[config.mk]
export PLATFORM = sky130hd
export DESIGN_NAME = pwmgc_channel
export DESIGN_NICKNAME = d
export VERILOG_FILES = /design/src/pwmgc_channel.v
export VERILOG_INCLUDE_DIRS = /design/src
export SDC_FILE = /design/constraint.sdc
export NUM_CORES = 1
export LEC_CHECK = 0
export BUFFER_PORTS_ARGS = -buffer_cell sky130_fd_sc_hd__buf_4
export CORE_UTILIZATION = 45
export DETAILED_ROUTE_END_ITERATION = 10
export PLACE_DENSITY = 0.64
export SLEW_MARGIN = 20
export SYNTH_ARGS = -nofsm -noshare
export SYNTH_HDL_FRONTEND = slang
export SYNTH_SLANG_ARGS = --single-unit
[constraint.sdc]
create_clock -name pclk -period 3.71 [get_ports pclk]
set_input_delay 0.371 -clock pclk [delete_from_list [all_inputs] [get_ports pclk]]
set_output_delay 0.371 -clock pclk [all_outputs]
set_load 0.02 [all_outputs]
[src/pwmgc_defines.vh]
// Function
// - Current-limit irq enable gates requests; clearing it zeroes curlim pending status.
// - Trigger irq enable gates requests; clearing it zeroes trigger pending status.
// - Independent time base takes period from phase register, else primary time base.
// - Master duty select picks shared master duty, else own duty register.
// - Dead-time mode: 00 positive, 01 negative, 10 off, 11 reserved.
// - External reset enable lets current-limit source reset independent time base.
// - Immediate update applies duty at once, else at time base period end.
// - Phase register holds bits 15..2; bits 3..2 unused as period.
// - Dead-time registers hold 12 bits in 13..2; other bits read zero.
// - Trigger divider passes one output per N+1 trigger events.
// - Trigger start value matches period wrap count before postscaler counts.
// - Ownership bits give pins to the PWM module, else to general port.
// - Polarity bits make a pin active low when set.
// - Pin pair mode: 00 complementary, 01 independent, 10 push-pull, 11 reserved.
// - Override enables drive pins from override data bits 1 and 0.
// - Active fault drives pins from fault data bits 1 and 0.
// - Active current limit drives pins from current-limit data bits 1 and 0.
// - Override sync applies overrides at period end, else next clock.
// - Source select: comparators, shared faults, independent faults 2 and 4.
// - Current-limit polarity bit makes the selected source active low.
// - Current-limit mode bit enables the current-limit function.
// - Fault mode: 00 latched, 01 cycle by cycle, 10 reserved, 11 off.
// - Fault polarity bit inverts source; fault select shares source encoding.
`ifndef PWMGC_DEFINES_VH
`define PWMGC_DEFINES_VH
`define PWMGC_A_CON 8'h00
`define PWMGC_A_DUTY 8'h04
`define PWMGC_A_PHASE 8'h08
`define PWMGC_A_DT 8'h0C
`define PWMGC_A_ALTDT 8'h10
`define PWMGC_A_TRG 8'h14
`define PWMGC_A_IO 8'h18
`define PWMGC_A_FCL 8'h1C
`define PWMGC_A_MDUTY 8'h20
`define PWMGC_CON_WMASK 16'h1FC3
`define PWMGC_PHASE_MASK 16'hFFFC
`define PWMGC_DT_MASK 16'h3FFC
`define PWMGC_TRG_MASK 16'hE03F
`define PWMGC_IO_MASK 16'hFFFD
`define PWMGC_FCL_MASK 16'h1FFF
`define PWMGC_PER_MASK 16'hFFF0
`define PWMGC_B_FLTST 15
`define PWMGC_B_CLST 14
`define PWMGC_B_TRGST 13
`define PWMGC_B_FLTIEN 12
`define PWMGC_B_CURLIM_IRQ_ENABLE 11
`define PWMGC_B_TRIGGER_IRQ_ENABLE 10
`define PWMGC_B_ITB 9
`define PWMGC_B_MASTER_DUTY_SELECT 8
`define PWMGC_B_EXTERNAL_TIMEBASE_RESET_ENABLE 1
`define PWMGC_B_IUE 0
`define PWMGC_B_HIGH_PIN_OWNERSHIP 15
`define PWMGC_B_LOW_PIN_OWNERSHIP 14
`define PWMGC_B_HIGH_PIN_INVERT 13
`define PWMGC_B_POLL 12
`define PWMGC_B_OVRH 9
`define PWMGC_B_OVRL 8
`define PWMGC_B_OVERRIDE_SYNC 0
`define PWMGC_B_CURLIM_ACTIVE_LOW 8
`define PWMGC_B_CURLIM_FUNCTION_ENABLE 7
`define PWMGC_B_FAULT_ACTIVE_LOW 2
`define PWMGC_DTC_POS 2'b00
`define PWMGC_DTC_NEG 2'b01
`define PWMGC_PM_COMP 2'b00
`define PWMGC_PM_IND 2'b01
`define PWMGC_PM_PP 2'b10
`define PWMGC_FM_LATCH 2'b00
`define PWMGC_FM_CYCLE 2'b01
`define PWMGC_ZERO16 16'h0000
`define PWMGC_ZERO12 12'h000
`endif

[src/pwmgc_channel.v]
`timescale 1ns/100ps
`default_nettype none
`include "pwmgc_defines.vh"
module pwmgc_channel (
    input wire pclk,
    input wire presetn,
    input wire psel,
    input wire penable,
    input wire pwrite,
    input wire [7:0] paddr,
    input wire [31:0] pwdata,
    output reg [31:0] prdata,
    output reg pready,
    output reg pslverr,
    input wire [15:0] primary_period,
    input wire primary_period_start,
    input wire [3:0] comparator_in,
    input wire [3:0] shared_fault_in,
    input wire independent_fault_input_2,
    input wire independent_fault_input_4,
    input wire trigger_event,
    input wire gpio_high_data,
    input wire gpio_low_data,
    output reg high_side_output,
    output reg low_side_output,
    output reg high_pin_owned,
    output reg low_pin_owned,
    output reg trigger_out,
    output reg curlim_irq,
    output reg trigger_irq,
    output reg fault_irq
);

    // Source decode shared by current-limit and fault paths
    function src_pick;
        input [3:0] code;
        input [3:0] cmp;
        input [3:0] sflt;
        input if2;
        input if4;
        begin
            case (code)
                4'h0, 4'h1, 4'h2, 4'h3: src_pick = cmp[code[1:0]];
                4'h8, 4'h9, 4'hA, 4'hB: src_pick = sflt[code[1:0]];
                4'hD: src_pick = if2;
                4'hF: src_pick = if4;
                default: src_pick = 1'b0;
            endcase
        end
    endfunction

    reg [15:0] con_q;
    reg [15:0] duty_q;
    reg [15:0] phase_q;
    reg [15:0] dt_q;
    reg [15:0] altdt_q;
    reg [15:0] trg_q;
    reg [15:0] io_q;
    reg [15:0] fcl_q;
    reg [15:0] mduty_q;
    reg [15:0] act_duty_q;
    reg [15:0] timer_q;
    reg [5:0] roll_q;
    reg trg_started_q;
    reg [2:0] trg_cnt_q;
    reg [1:0] ovr_act_q;
    reg [1:0] ovr_en_act_q;
    reg fault_latch_q;
    reg cl_prev_q;
    reg flt_prev_q;
    reg gen_prev_q;
    reg pp_phase_q;
    reg [11:0] dt_cnt_q;
    reg [15:0] rd_d;

    wire wr_en = psel & penable & pwrite & ~pready;
    wire rd_en = psel & penable & ~pwrite & ~pready;
    wire wr_con = wr_en & (paddr == `PWMGC_A_CON);
    wire wr_trg = wr_en & (paddr == `PWMGC_A_TRG);
    wire independent_timebase_select = con_q[`PWMGC_B_ITB];
    wire [1:0] dead_time_mode = con_q[7:6];
    wire [1:0] pmode = io_q[11:10];
    wire [1:0] fmode = fcl_q[1:0];

    // Current-limit and fault conditions
    wire cl_src = src_pick(fcl_q[12:9], comparator_in, shared_fault_in,
        independent_fault_input_2, independent_fault_input_4)
        ^ fcl_q[`PWMGC_B_CURLIM_ACTIVE_LOW];
    wire cl_active = cl_src & fcl_q[`PWMGC_B_CURLIM_FUNCTION_ENABLE];
    wire flt_src = src_pick(fcl_q[6:3], comparator_in, shared_fault_in,
        independent_fault_input_2, independent_fault_input_4)
        ^ fcl_q[`PWMGC_B_FAULT_ACTIVE_LOW];
    wire flt_on = (fmode == `PWMGC_FM_LATCH) | (fmode == `PWMGC_FM_CYCLE);
    wire flt_event = flt_on & flt_src;
    wire fault_active = flt_event | fault_latch_q;

    // Time base: own period from phase, or primary with phase offset
    wire [15:0] ind_period = phase_q & `PWMGC_PER_MASK;
    wire xreset = independent_timebase_select & con_q[`PWMGC_B_EXTERNAL_TIMEBASE_RESET_ENABLE] & cl_src;
    wire ind_wrap = (timer_q >= ind_period);
    wire period_end = independent_timebase_select ? (ind_wrap | xreset) : primary_period_start;
    wire [15:0] sel_duty = con_q[`PWMGC_B_MASTER_DUTY_SELECT] ? mduty_q : duty_q;
    wire gen_raw = (timer_q <= act_duty_q);

    always @(posedge pclk or negedge presetn) begin
        if (!presetn) begin
            timer_q <= `PWMGC_ZERO16;
            act_duty_q <= `PWMGC_ZERO16;
            roll_q <= 6'h00;
            pp_phase_q <= 1'b0;
        end else begin
            if (period_end) begin
                timer_q <= independent_timebase_select ? `PWMGC_ZERO16 : (phase_q & `PWMGC_PHASE_MASK);
                roll_q <= roll_q + 6'h01;
                pp_phase_q <= ~pp_phase_q;
            end else if (!independent_timebase_select && timer_q >= primary_period) begin
                timer_q <= `PWMGC_ZERO16;
            end else begin
                timer_q <= timer_q + 16'h0001;
            end
            if (con_q[`PWMGC_B_IUE] || period_end) begin
                act_duty_q <= sel_duty;
            end
        end
    end

    // Trigger start match and postscaler
    always @(posedge pclk or negedge presetn) begin
        if (!presetn) begin
            trg_started_q <= 1'b0;
            trg_cnt_q <= 3'h0;
            trigger_out <= 1'b0;
        end else begin
            trigger_out <= 1'b0;
            if (wr_trg) begin
                trg_started_q <= 1'b0;
                trg_cnt_q <= 3'h0;
            end else if (!trg_started_q) begin
                trg_started_q <= (roll_q == trg_q[5:0]);
            end else if (trigger_event) begin
                if (trg_cnt_q >= trg_q[15:13]) begin
                    trg_cnt_q <= 3'h0;
                    trigger_out <= 1'b1;
                end else begin
                    trg_cnt_q <= trg_cnt_q + 3'h1;
                end
            end
        end
    end

    // Dead-time counter restarts on every generator edge
    always @(posedge pclk or negedge presetn) begin
        if (!presetn) begin
            gen_prev_q <= 1'b0;
            dt_cnt_q <= `PWMGC_ZERO12;
        end else begin
            gen_prev_q <= gen_raw;
            if (gen_raw != gen_prev_q) begin
                dt_cnt_q <= gen_raw ? dt_q[13:2] : altdt_q[13:2];
            end else if (dt_cnt_q != `PWMGC_ZERO12) begin
                dt_cnt_q <= dt_cnt_q - 12'h001;
            end
        end
    end

    wire dt_busy = (dt_cnt_q != `PWMGC_ZERO12);
    reg gen_h;
    reg gen_l;
    always @* begin
        case (pmode)
            `PWMGC_PM_COMP: begin
                gen_h = gen_raw;
                gen_l = ~gen_raw;
            end
            `PWMGC_PM_IND: begin
                gen_h = gen_raw;
                gen_l = gen_raw;
            end
            `PWMGC_PM_PP: begin
                gen_h = gen_raw & ~pp_phase_q;
                gen_l = gen_raw & pp_phase_q;
            end
            default: begin
                gen_h = 1'b0;
                gen_l = 1'b0;
            end
        endcase
        case (dead_time_mode)
            `PWMGC_DTC_POS: begin
                gen_h = gen_h & ~dt_busy;
                gen_l = gen_l & ~dt_busy;
            end
            `PWMGC_DTC_NEG: begin
                gen_h = gen_h | (dt_busy & ~gen_raw & (pmode != `PWMGC_PM_PP));
                gen_l = gen_l | (dt_busy & gen_raw & (pmode == `PWMGC_PM_COMP));
            end
            default: begin
                gen_h = gen_h;
                gen_l = gen_l;
            end
        endcase
    end

    // Pin data selection, fault first
    wire sel_h = fault_active ? io_q[5] :
        cl_active ? io_q[3] :
        ovr_en_act_q[1] ? ovr_act_q[1] : gen_h;
    wire sel_l = fault_active ? io_q[4] :
        cl_active ? io_q[2] :
        ovr_en_act_q[0] ? ovr_act_q[0] : gen_l;

    always @(posedge pclk or negedge presetn) begin
        if (!presetn) begin
            ovr_act_q <= 2'b00;
            ovr_en_act_q <= 2'b00;
            fault_latch_q <= 1'b0;
            cl_prev_q <= 1'b0;
            flt_prev_q <= 1'b0;
            high_side_output <= 1'b0;
            low_side_output <= 1'b0;
            high_pin_owned <= 1'b0;
            low_pin_owned <= 1'b0;
        end else begin
            if (!io_q[`PWMGC_B_OVERRIDE_SYNC] || period_end) begin
                ovr_act_q <= io_q[7:6];
                ovr_en_act_q <= {io_q[`PWMGC_B_OVRH], io_q[`PWMGC_B_OVRL]};
            end
            if (!flt_on) begin
                fault_latch_q <= 1'b0;
            end else if (fmode == `PWMGC_FM_LATCH) begin
                fault_latch_q <= flt_src | (fault_latch_q & con_q[`PWMGC_B_FLTST]);
            end else begin
                fault_latch_q <= flt_src | (fault_latch_q & ~period_end);
            end
            cl_prev_q <= cl_active;
            flt_prev_q <= flt_event;
            high_pin_owned <= io_q[`PWMGC_B_HIGH_PIN_OWNERSHIP];
            low_pin_owned <= io_q[`PWMGC_B_LOW_PIN_OWNERSHIP];
            high_side_output <= io_q[`PWMGC_B_HIGH_PIN_OWNERSHIP] ?
                (sel_h ^ io_q[`PWMGC_B_HIGH_PIN_INVERT]) : gpio_high_data;
            low_side_output <= io_q[`PWMGC_B_LOW_PIN_OWNERSHIP] ?
                (sel_l ^ io_q[`PWMGC_B_POLL]) : gpio_low_data;
        end
    end

    // Pending status: events set, a written zero clears, enable low forces zero
    wire cl_set = cl_active & ~cl_prev_q;
    wire flt_set = flt_event & ~flt_prev_q;
    wire trg_set = trigger_out;
    wire [15:0] con_wr = pwdata[15:0];
    wire [15:0] con_wm = con_wr & `PWMGC_CON_WMASK;
    wire curlim_irq_enable_n = wr_con ? con_wr[`PWMGC_B_CURLIM_IRQ_ENABLE] : con_q[`PWMGC_B_CURLIM_IRQ_ENABLE];
    wire trigger_irq_enable_n = wr_con ? con_wr[`PWMGC_B_TRIGGER_IRQ_ENABLE] : con_q[`PWMGC_B_TRIGGER_IRQ_ENABLE];
    wire fltien_n = wr_con ? con_wr[`PWMGC_B_FLTIEN] : con_q[`PWMGC_B_FLTIEN];
    wire cl_keep = con_q[`PWMGC_B_CLST] & ~(wr_con & ~con_wr[`PWMGC_B_CLST]);
    wire trg_keep = con_q[`PWMGC_B_TRGST] & ~(wr_con & ~con_wr[`PWMGC_B_TRGST]);
    wire flt_keep = con_q[`PWMGC_B_FLTST] & ~(wr_con & ~con_wr[`PWMGC_B_FLTST]);

    always @(posedge pclk or negedge presetn) begin
        if (!presetn) begin
            con_q <= `PWMGC_ZERO16;
            duty_q <= `PWMGC_ZERO16;
            phase_q <= `PWMGC_ZERO16;
            dt_q <= `PWMGC_ZERO16;
            altdt_q <= `PWMGC_ZERO16;
            trg_q <= `PWMGC_ZERO16;
            io_q <= `PWMGC_ZERO16;
            fcl_q <= `PWMGC_ZERO16;
            mduty_q <= `PWMGC_ZERO16;
            curlim_irq <= 1'b0;
            trigger_irq <= 1'b0;
            fault_irq <= 1'b0;
        end else begin
            if (wr_con) begin
                con_q[12:0] <= con_wm[12:0];
            end
            con_q[`PWMGC_B_CLST] <= curlim_irq_enable_n & (cl_set | cl_keep);
            con_q[`PWMGC_B_TRGST] <= trigger_irq_enable_n & (trg_set | trg_keep);
            con_q[`PWMGC_B_FLTST] <= fltien_n & (flt_set | flt_keep);
            curlim_irq <= curlim_irq_enable_n & cl_set;
            trigger_irq <= trigger_irq_enable_n & trg_set;
            fault_irq <= fltien_n & flt_set;
            if (wr_en) begin
                case (paddr)
                    `PWMGC_A_DUTY: duty_q <= pwdata[15:0];
                    `PWMGC_A_PHASE: phase_q <= pwdata[15:0] & `PWMGC_PHASE_MASK;
                    `PWMGC_A_DT: dt_q <= pwdata[15:0] & `PWMGC_DT_MASK;
                    `PWMGC_A_ALTDT: altdt_q <= pwdata[15:0] & `PWMGC_DT_MASK;
                    `PWMGC_A_TRG: trg_q <= pwdata[15:0] & `PWMGC_TRG_MASK;
                    `PWMGC_A_IO: io_q <= pwdata[15:0] & `PWMGC_IO_MASK;
                    `PWMGC_A_FCL: fcl_q <= pwdata[15:0] & `PWMGC_FCL_MASK;
                    `PWMGC_A_MDUTY: mduty_q <= pwdata[15:0];
                    default: mduty_q <= mduty_q;
                endcase
            end
        end
    end

    // APB: one wait cycle; read data and ready leave flip-flops together
    reg map_hit;
    always @* begin
        map_hit = 1'b1;
        case (paddr)
            `PWMGC_A_CON: rd_d = con_q;
            `PWMGC_A_DUTY: rd_d = duty_q;
            `PWMGC_A_PHASE: rd_d = phase_q;
            `PWMGC_A_DT: rd_d = dt_q;
            `PWMGC_A_ALTDT: rd_d = altdt_q;
            `PWMGC_A_TRG: rd_d = trg_q;
            `PWMGC_A_IO: rd_d = io_q;
            `PWMGC_A_FCL: rd_d = fcl_q;
            `PWMGC_A_MDUTY: rd_d = mduty_q;
            default: begin
                rd_d = `PWMGC_ZERO16;
                map_hit = 1'b0;
            end
        endcase
    end

    always @(posedge pclk or negedge presetn) begin
        if (!presetn) begin
            pready <= 1'b0;
            pslverr <= 1'b0;
            prdata <= 32'h00000000;
        end else begin
            pready <= psel & penable & ~pready;
            pslverr <= psel & penable & ~pready & ~map_hit;
            if (rd_en) begin
                prdata <= {16'h0000, rd_d};
            end
        end
    end

endmodule // pwmgc_channel
`default_nettype wire

; Word level (Yosys, flattened, before mapping)
; Index checks and enable logic that the tools add are counted.
[totals]
romBits = 0
mem_count = 0
out_inout_bits = 42
register_bits = 208
wordCells = 220
mem_bits_rw = 0
input_bits = 75
latch_bits = 0
[classes]
n_addsub = 4
n_lt_le_gt_ge = 6
muxes = 47
shift = 0
n_mul = 0
n_div = 0
bitwise = 66
reduce_logical = 30
n_eq_ne = 33
[ops]
columns = op, count
row1 = one-hot mux 16 bit (9 select lines), 1
row2 = two-way mux 16 bit, 4
row3 = "equality test 4 bit, second input constant", 12
row4 = AND 1 bit, 37
row5 = two-way mux 12 bit, 3
row6 = "equality test 8 x 5 -> 1 bit, second input constant", 4
row7 = >= comparator 16 bit, 2
row8 = two-way mux 1 bit, 25
row9 = AND reduction 2 bit, 9
row10 = "adder 16 x 1 -> 16 bit, second input constant", 1
row11 = "equality test 4 x 2 -> 1 bit, second input constant", 4
row12 = "equality test 8 x 4 -> 1 bit, second input constant", 2
row13 = less-or-equal comparator 16 bit, 1
row14 = OR reduction 4 bit, 4
row15 = inverter 1 bit, 15
row16 = two-way mux 3 bit, 4
row17 = nonzero test 12 bit, 1
row18 = "subtractor 12 x 1 -> 12 bit, second input constant", 1
row19 = OR 1 bit, 10
row20 = OR reduction 9 bit, 1
row21 = binary-select mux 1 bit (select 2 bit), 4
row22 = "equality test 4 x 1 -> 1 bit, second input constant", 2
row23 = "equality test 8 x 3 -> 1 bit, second input constant", 1
row24 = "equality test 8 x 6 -> 1 bit, second input constant", 1
row25 = 21 further kinds, 37

; Longest topological paths before layout
[depth]
word_depth = 12
ltp_mapped = 12
mapped_depth_nobuf = 11

; Worst setup path after synthesis
; Ideal clock, no wire load.
[synth_path]
kind = register to register
startpoint = register fcl_q[9]
endpoint = register act_duty_q[0]
required_ns = 3.585
slack_ns = 1.059
stages_incl_launch_ff = 10
n_path_buf = 1
period_less_slack_ns = 2.651
t_arrival_ns = 2.527
setup_ns = 0.125
cell_sequence = dfrtp_1 -> mux4_1 -> mux2_2 -> a211oi_2 -> nor2b_1 -> a211o_1 -> o21a_1 -> buf_6 -> nor2_8 -> mux2_2
[synth_between]
elab_chain_cells = 8
word_cells_on_any_way = 22
classes_between = eq/ne (9) / mux (6) / bitwise (3) / reduce/logical (4)
[synth_lines]
columns = element, line
row1 = start: declaration, pwmgc_channel.v:59  ; reg [15:0] fcl_q;
row2 = start signal: assignment, pwmgc_channel.v:268  ; fcl_q <= `PWMGC_ZERO16;
row3 = start signal: assignment, pwmgc_channel.v:291  ; `PWMGC_A_FCL: fcl_q <= pwdata[15:0] & `PWMGC_FCL_MASK;
row4 = equality test 4 bit (tied with other cells), pwmgc_channel.v:42  ; case (code)
row5 = OR reduction 4 bit (tied with other cells), pwmgc_channel.v:42
row6 = one-hot mux 1 bit (4 select lines) (*), pwmgc_channel.v:42
row7 = bitwise XOR 1 bit (*), pwmgc_channel.v:86  ; wire cl_src = src_pick(fcl_q[12:9], comparator_in, shared_fault_in,
row8 = AND 1 bit (*), pwmgc_channel.v:99  ; wire xreset = independent_timebase_select & con_q[`PWMGC_B_EXTERNAL_TIMEBASE_RESET_ENABLE] & cl_src;
row9 = OR 1 bit (*), pwmgc_channel.v:101  ; wire period_end = independent_timebase_select ? (ind_wrap | xreset) : primary_period_start;
row10 = two-way mux 1 bit (*), pwmgc_channel.v:101
row11 = logical OR 1 bit (*), pwmgc_channel.v:121  ; if (con_q[`PWMGC_B_IUE] || period_end) begin
row12 = end signal: assignment, pwmgc_channel.v:108  ; act_duty_q <= `PWMGC_ZERO16;
row13 = end signal: assignment, pwmgc_channel.v:122  ; act_duty_q <= sel_duty;
row14 = end: declaration, pwmgc_channel.v:61  ; reg [15:0] act_duty_q;
; Every way passes the cells marked *; elsewhere a longest branch is shown, timed or not. The select of a mux whose other input is x is not followed.
; A chain may end at the register's enable or synchronous reset.

; Final worst setup path
; Same ends and word-level chain as after synthesis.

==> impl_metrics.ini <==
[sta]
skew_ns = 0.0251
worst_slew_pin_slew_ns = 0.958
finalMaxSlewViolations = 0
setup-tns-final_ns = 0
holdWs_ns = -0.0323
rsz0062_at_grt = false
hold_viol_final = 7
relSlewSlack_pct = 36.1
max_freq_mhz = 318
fin_crit_ns = 3.14
finalCritPeriodShare_pct = 84.7
report.final.setup_viol = 0
fin_ws_ns = 0.567

[clock_tree]
clockRootBuffer = clkbuf_16
clock_latency_ns = 0.53
cts_setup_buffers = 0
cts.clk_slew.worst_paths_ns = 0.06
cts_tree = built
cts_sinks = 208
cts_repair_resize_count = 0
cts_made_buffers = 24
hold_buffers = 0
cts_buffer_depth = 3
h-tree-depth = 1

[synthesis]
synth_top_family_by_area = multiplexers
yosys.area_share.adder_pct = 5.91
muxShareOfSynthArea_pct = 17.0
yosys-top-cells-area = dfrtp_1 47%, mux2_2 12%, ha_1 5.9%
syn_avg_cell_area_um2 = 11.2
synth.top_cell.area_share_pct = 47.3
synth_cell_type_count = 69
synth_edf_count = 0
yosysWarnings = 0
yosys.area.top_type = dfrtp_1
ys_ff_latch = 208
synthSimpleGateAreaFrac_pct = 10.0
ys_seq_area_share_pct = 47.3
syn_inst = 986
synthArstFlopShare_pct = 100
synth_xor_area_share_pct = 2.55
synth_compound_area_share_pct = 12.5
synth_ff_type = dfrtp_1
synth_area_um2 = 11000

[placement]
placed_area_um2 = 12000
place.gp.congestion = 0.844
portBuffers = 84
dp_cells = 1373
hpwl_mm = 21.3
place_ws_ns = 0.568

[layout]
drive_gt1_share_pct = 25.1
multi_input_area_um2 = 5340
layout_common_cells = 208 x dfrtp_1, 118 x mux2_2, 101 x buf_4
fin_cells = 1416
area_delta_synth_final_pct = 16.3
n_antenna_cell = 0
seq_area_um2 = 5200
final_area_um2 = 12800
final_common_cell = dfrtp_1
finalCoreUtilization_pct = 53.9
fin_nets = 1207
fill_cells = 2084

[global_route]
met3_usage_pct = 3.48
overflow = 0
grt_pass1_wl_mm = 46.1
grt_max_degree = 107
top_usage_layer = met2
antenna_found_initial = 0
use_met2_pct = 39.5
globalRouteTotalUtil_pct = 24.6
grt_pass1_vias = 8072
grtUsageMet1_pct = 34.7

[drt]
num_vias = 8102
ant_nets = 0
drtIter0Drc = 497
wl_mm = 29.4
first_pass_iters = 5
drc = 0
wl_per_cell_um = 20.8
vias_per_cell = 5.72

[power]
p_leak_nw = 6.16
power.total_mw = 5.83
ir_drop_mv = 0.537
power_density_nw_per_um2 = 455

[setup_path]
critPathKind = flip-flop to flip-flop
endpoint_kind = flip-flop
crit_arrival_ns = 3.55
start_kind = flip-flop
cp_max_fo = 16
required_ns = 4.12

[die]
die_h_um = 158
rows = 56
floorplan.core_area_um2 = 23800
start_util_pct = 46.3
fp.dieW_um = 158
die_area_um2 = 25100
ioPinCount = 117

[job]
drv_cap = 0

[worst_hold_path]
hold_class = input pin to asynchronous set/reset pin

[status]
status = finished with violations
violations = hold timing
-- routing by layer --
| layer | part of all wire, % | vias up |
|---|---|---|
| met4 | 2.7 | 0 |
| met2 | 47 | 231 |
| met5 | 0 | - |
| met3 | 4.6 | 54 |
| met1 | 46 | 4056 |
| li1 | - | 3761 |
-- kinds of logic after synthesis --
kind of cell             after synthesis
AND/OR/NAND/NOR                      217
flip-flops                           208
adder cells (fa/ha/maj)               52
multiplexers                         164
buffers and inverters                118
XOR/XNOR                              32
other                                  1
AO/OA/AOI/OAI                        194
-- power breakdown --
group	internal (mW)	total (mW)	switching, mW
sequential	2.42	2.59	0.176
clock	1.37	2.31	0.942
combinational	0.407	0.916	0.510
total	4.20	5.83	1.63
-- state kept, by name (all words and copies together) (netlist names), 2 cells and up --
register / flops
ovr_act_q: 2
prdata: 16
ovr_en_act_q: 2
io_q: 15
act_duty_q: 16
timer_q: 16
phase_q: 14
trg_q: 9
roll_q: 6
mduty_q: 16
dt_cnt_q: 12
duty_q: 16
altdt_q: 12
dt_q: 12
con_q: 12
trg_cnt_q: 3
fcl_q: 13
-- synthesized netlist by cell type (all sizes together), types with 2 or more instances --
cell    number
clkbuf      29
o211ai       5
a21o         4
o21bai       2
nor2b        7
a22o        28
xor2        14
or3          6
a22oi       36
and3         8
a211o        2
nor3        16
nand2       63
o41ai        2
a31oi        7
o21ai       34
nand2b      10
inv         67
mux2i       38
a21oi       31
a211oi       7
nor3b        2
xnor2       18
dfrtp      208
and4         2
o221ai       3
mux2       122
ha          52
nand4       12
a221oi      14
nand3       30
and2         4
a31o         2
or4          3
nand3b       5
buf         22
mux4         4
nor4         6
nor2        39
o21a         5
-- worst max-delay path: stages, from the launching register on --
cell and delay [ns]:
dfrtp_1 0.44, mux4_1 0.57, mux2_2 0.32, a211oi_2 0.24
nor2b_1 0.10, a211o_1 0.34, o21a_1 0.27, nor2_8 0.37
mux2_2 0.38
-- final cells by class --
cell class	instances	share of cell area (%)
timing repair buffer	104	6.34
inverter	67	1.97
tap	319	3.12
multi-input combinational	675	41.8
clock buffer	37	5.78
clock inverter	6	0.371
sequential	208	40.7
-- final timing paths --
| path | start | end | slack, ns | cells after the start |
|---|---|---|---|---|
| worst max-delay path | fcl_q[9] | act_duty_q[0] | 0.57 | 8 |
| worst min-delay path | presetn | dt_cnt_q[7] | -0.03 | 1 |
| worst max register to register | fcl_q[9] | act_duty_q[0] | 0.57 | 8 |
| worst min register to register | pready | pready | 0.47 | 1 |
| max in group asynchronous | presetn | act_duty_q[3] | 2.93 | 2 |
| min in group pclk | penable | pready | 0.11 | 3 |
(Power assumes the default switching activity.)
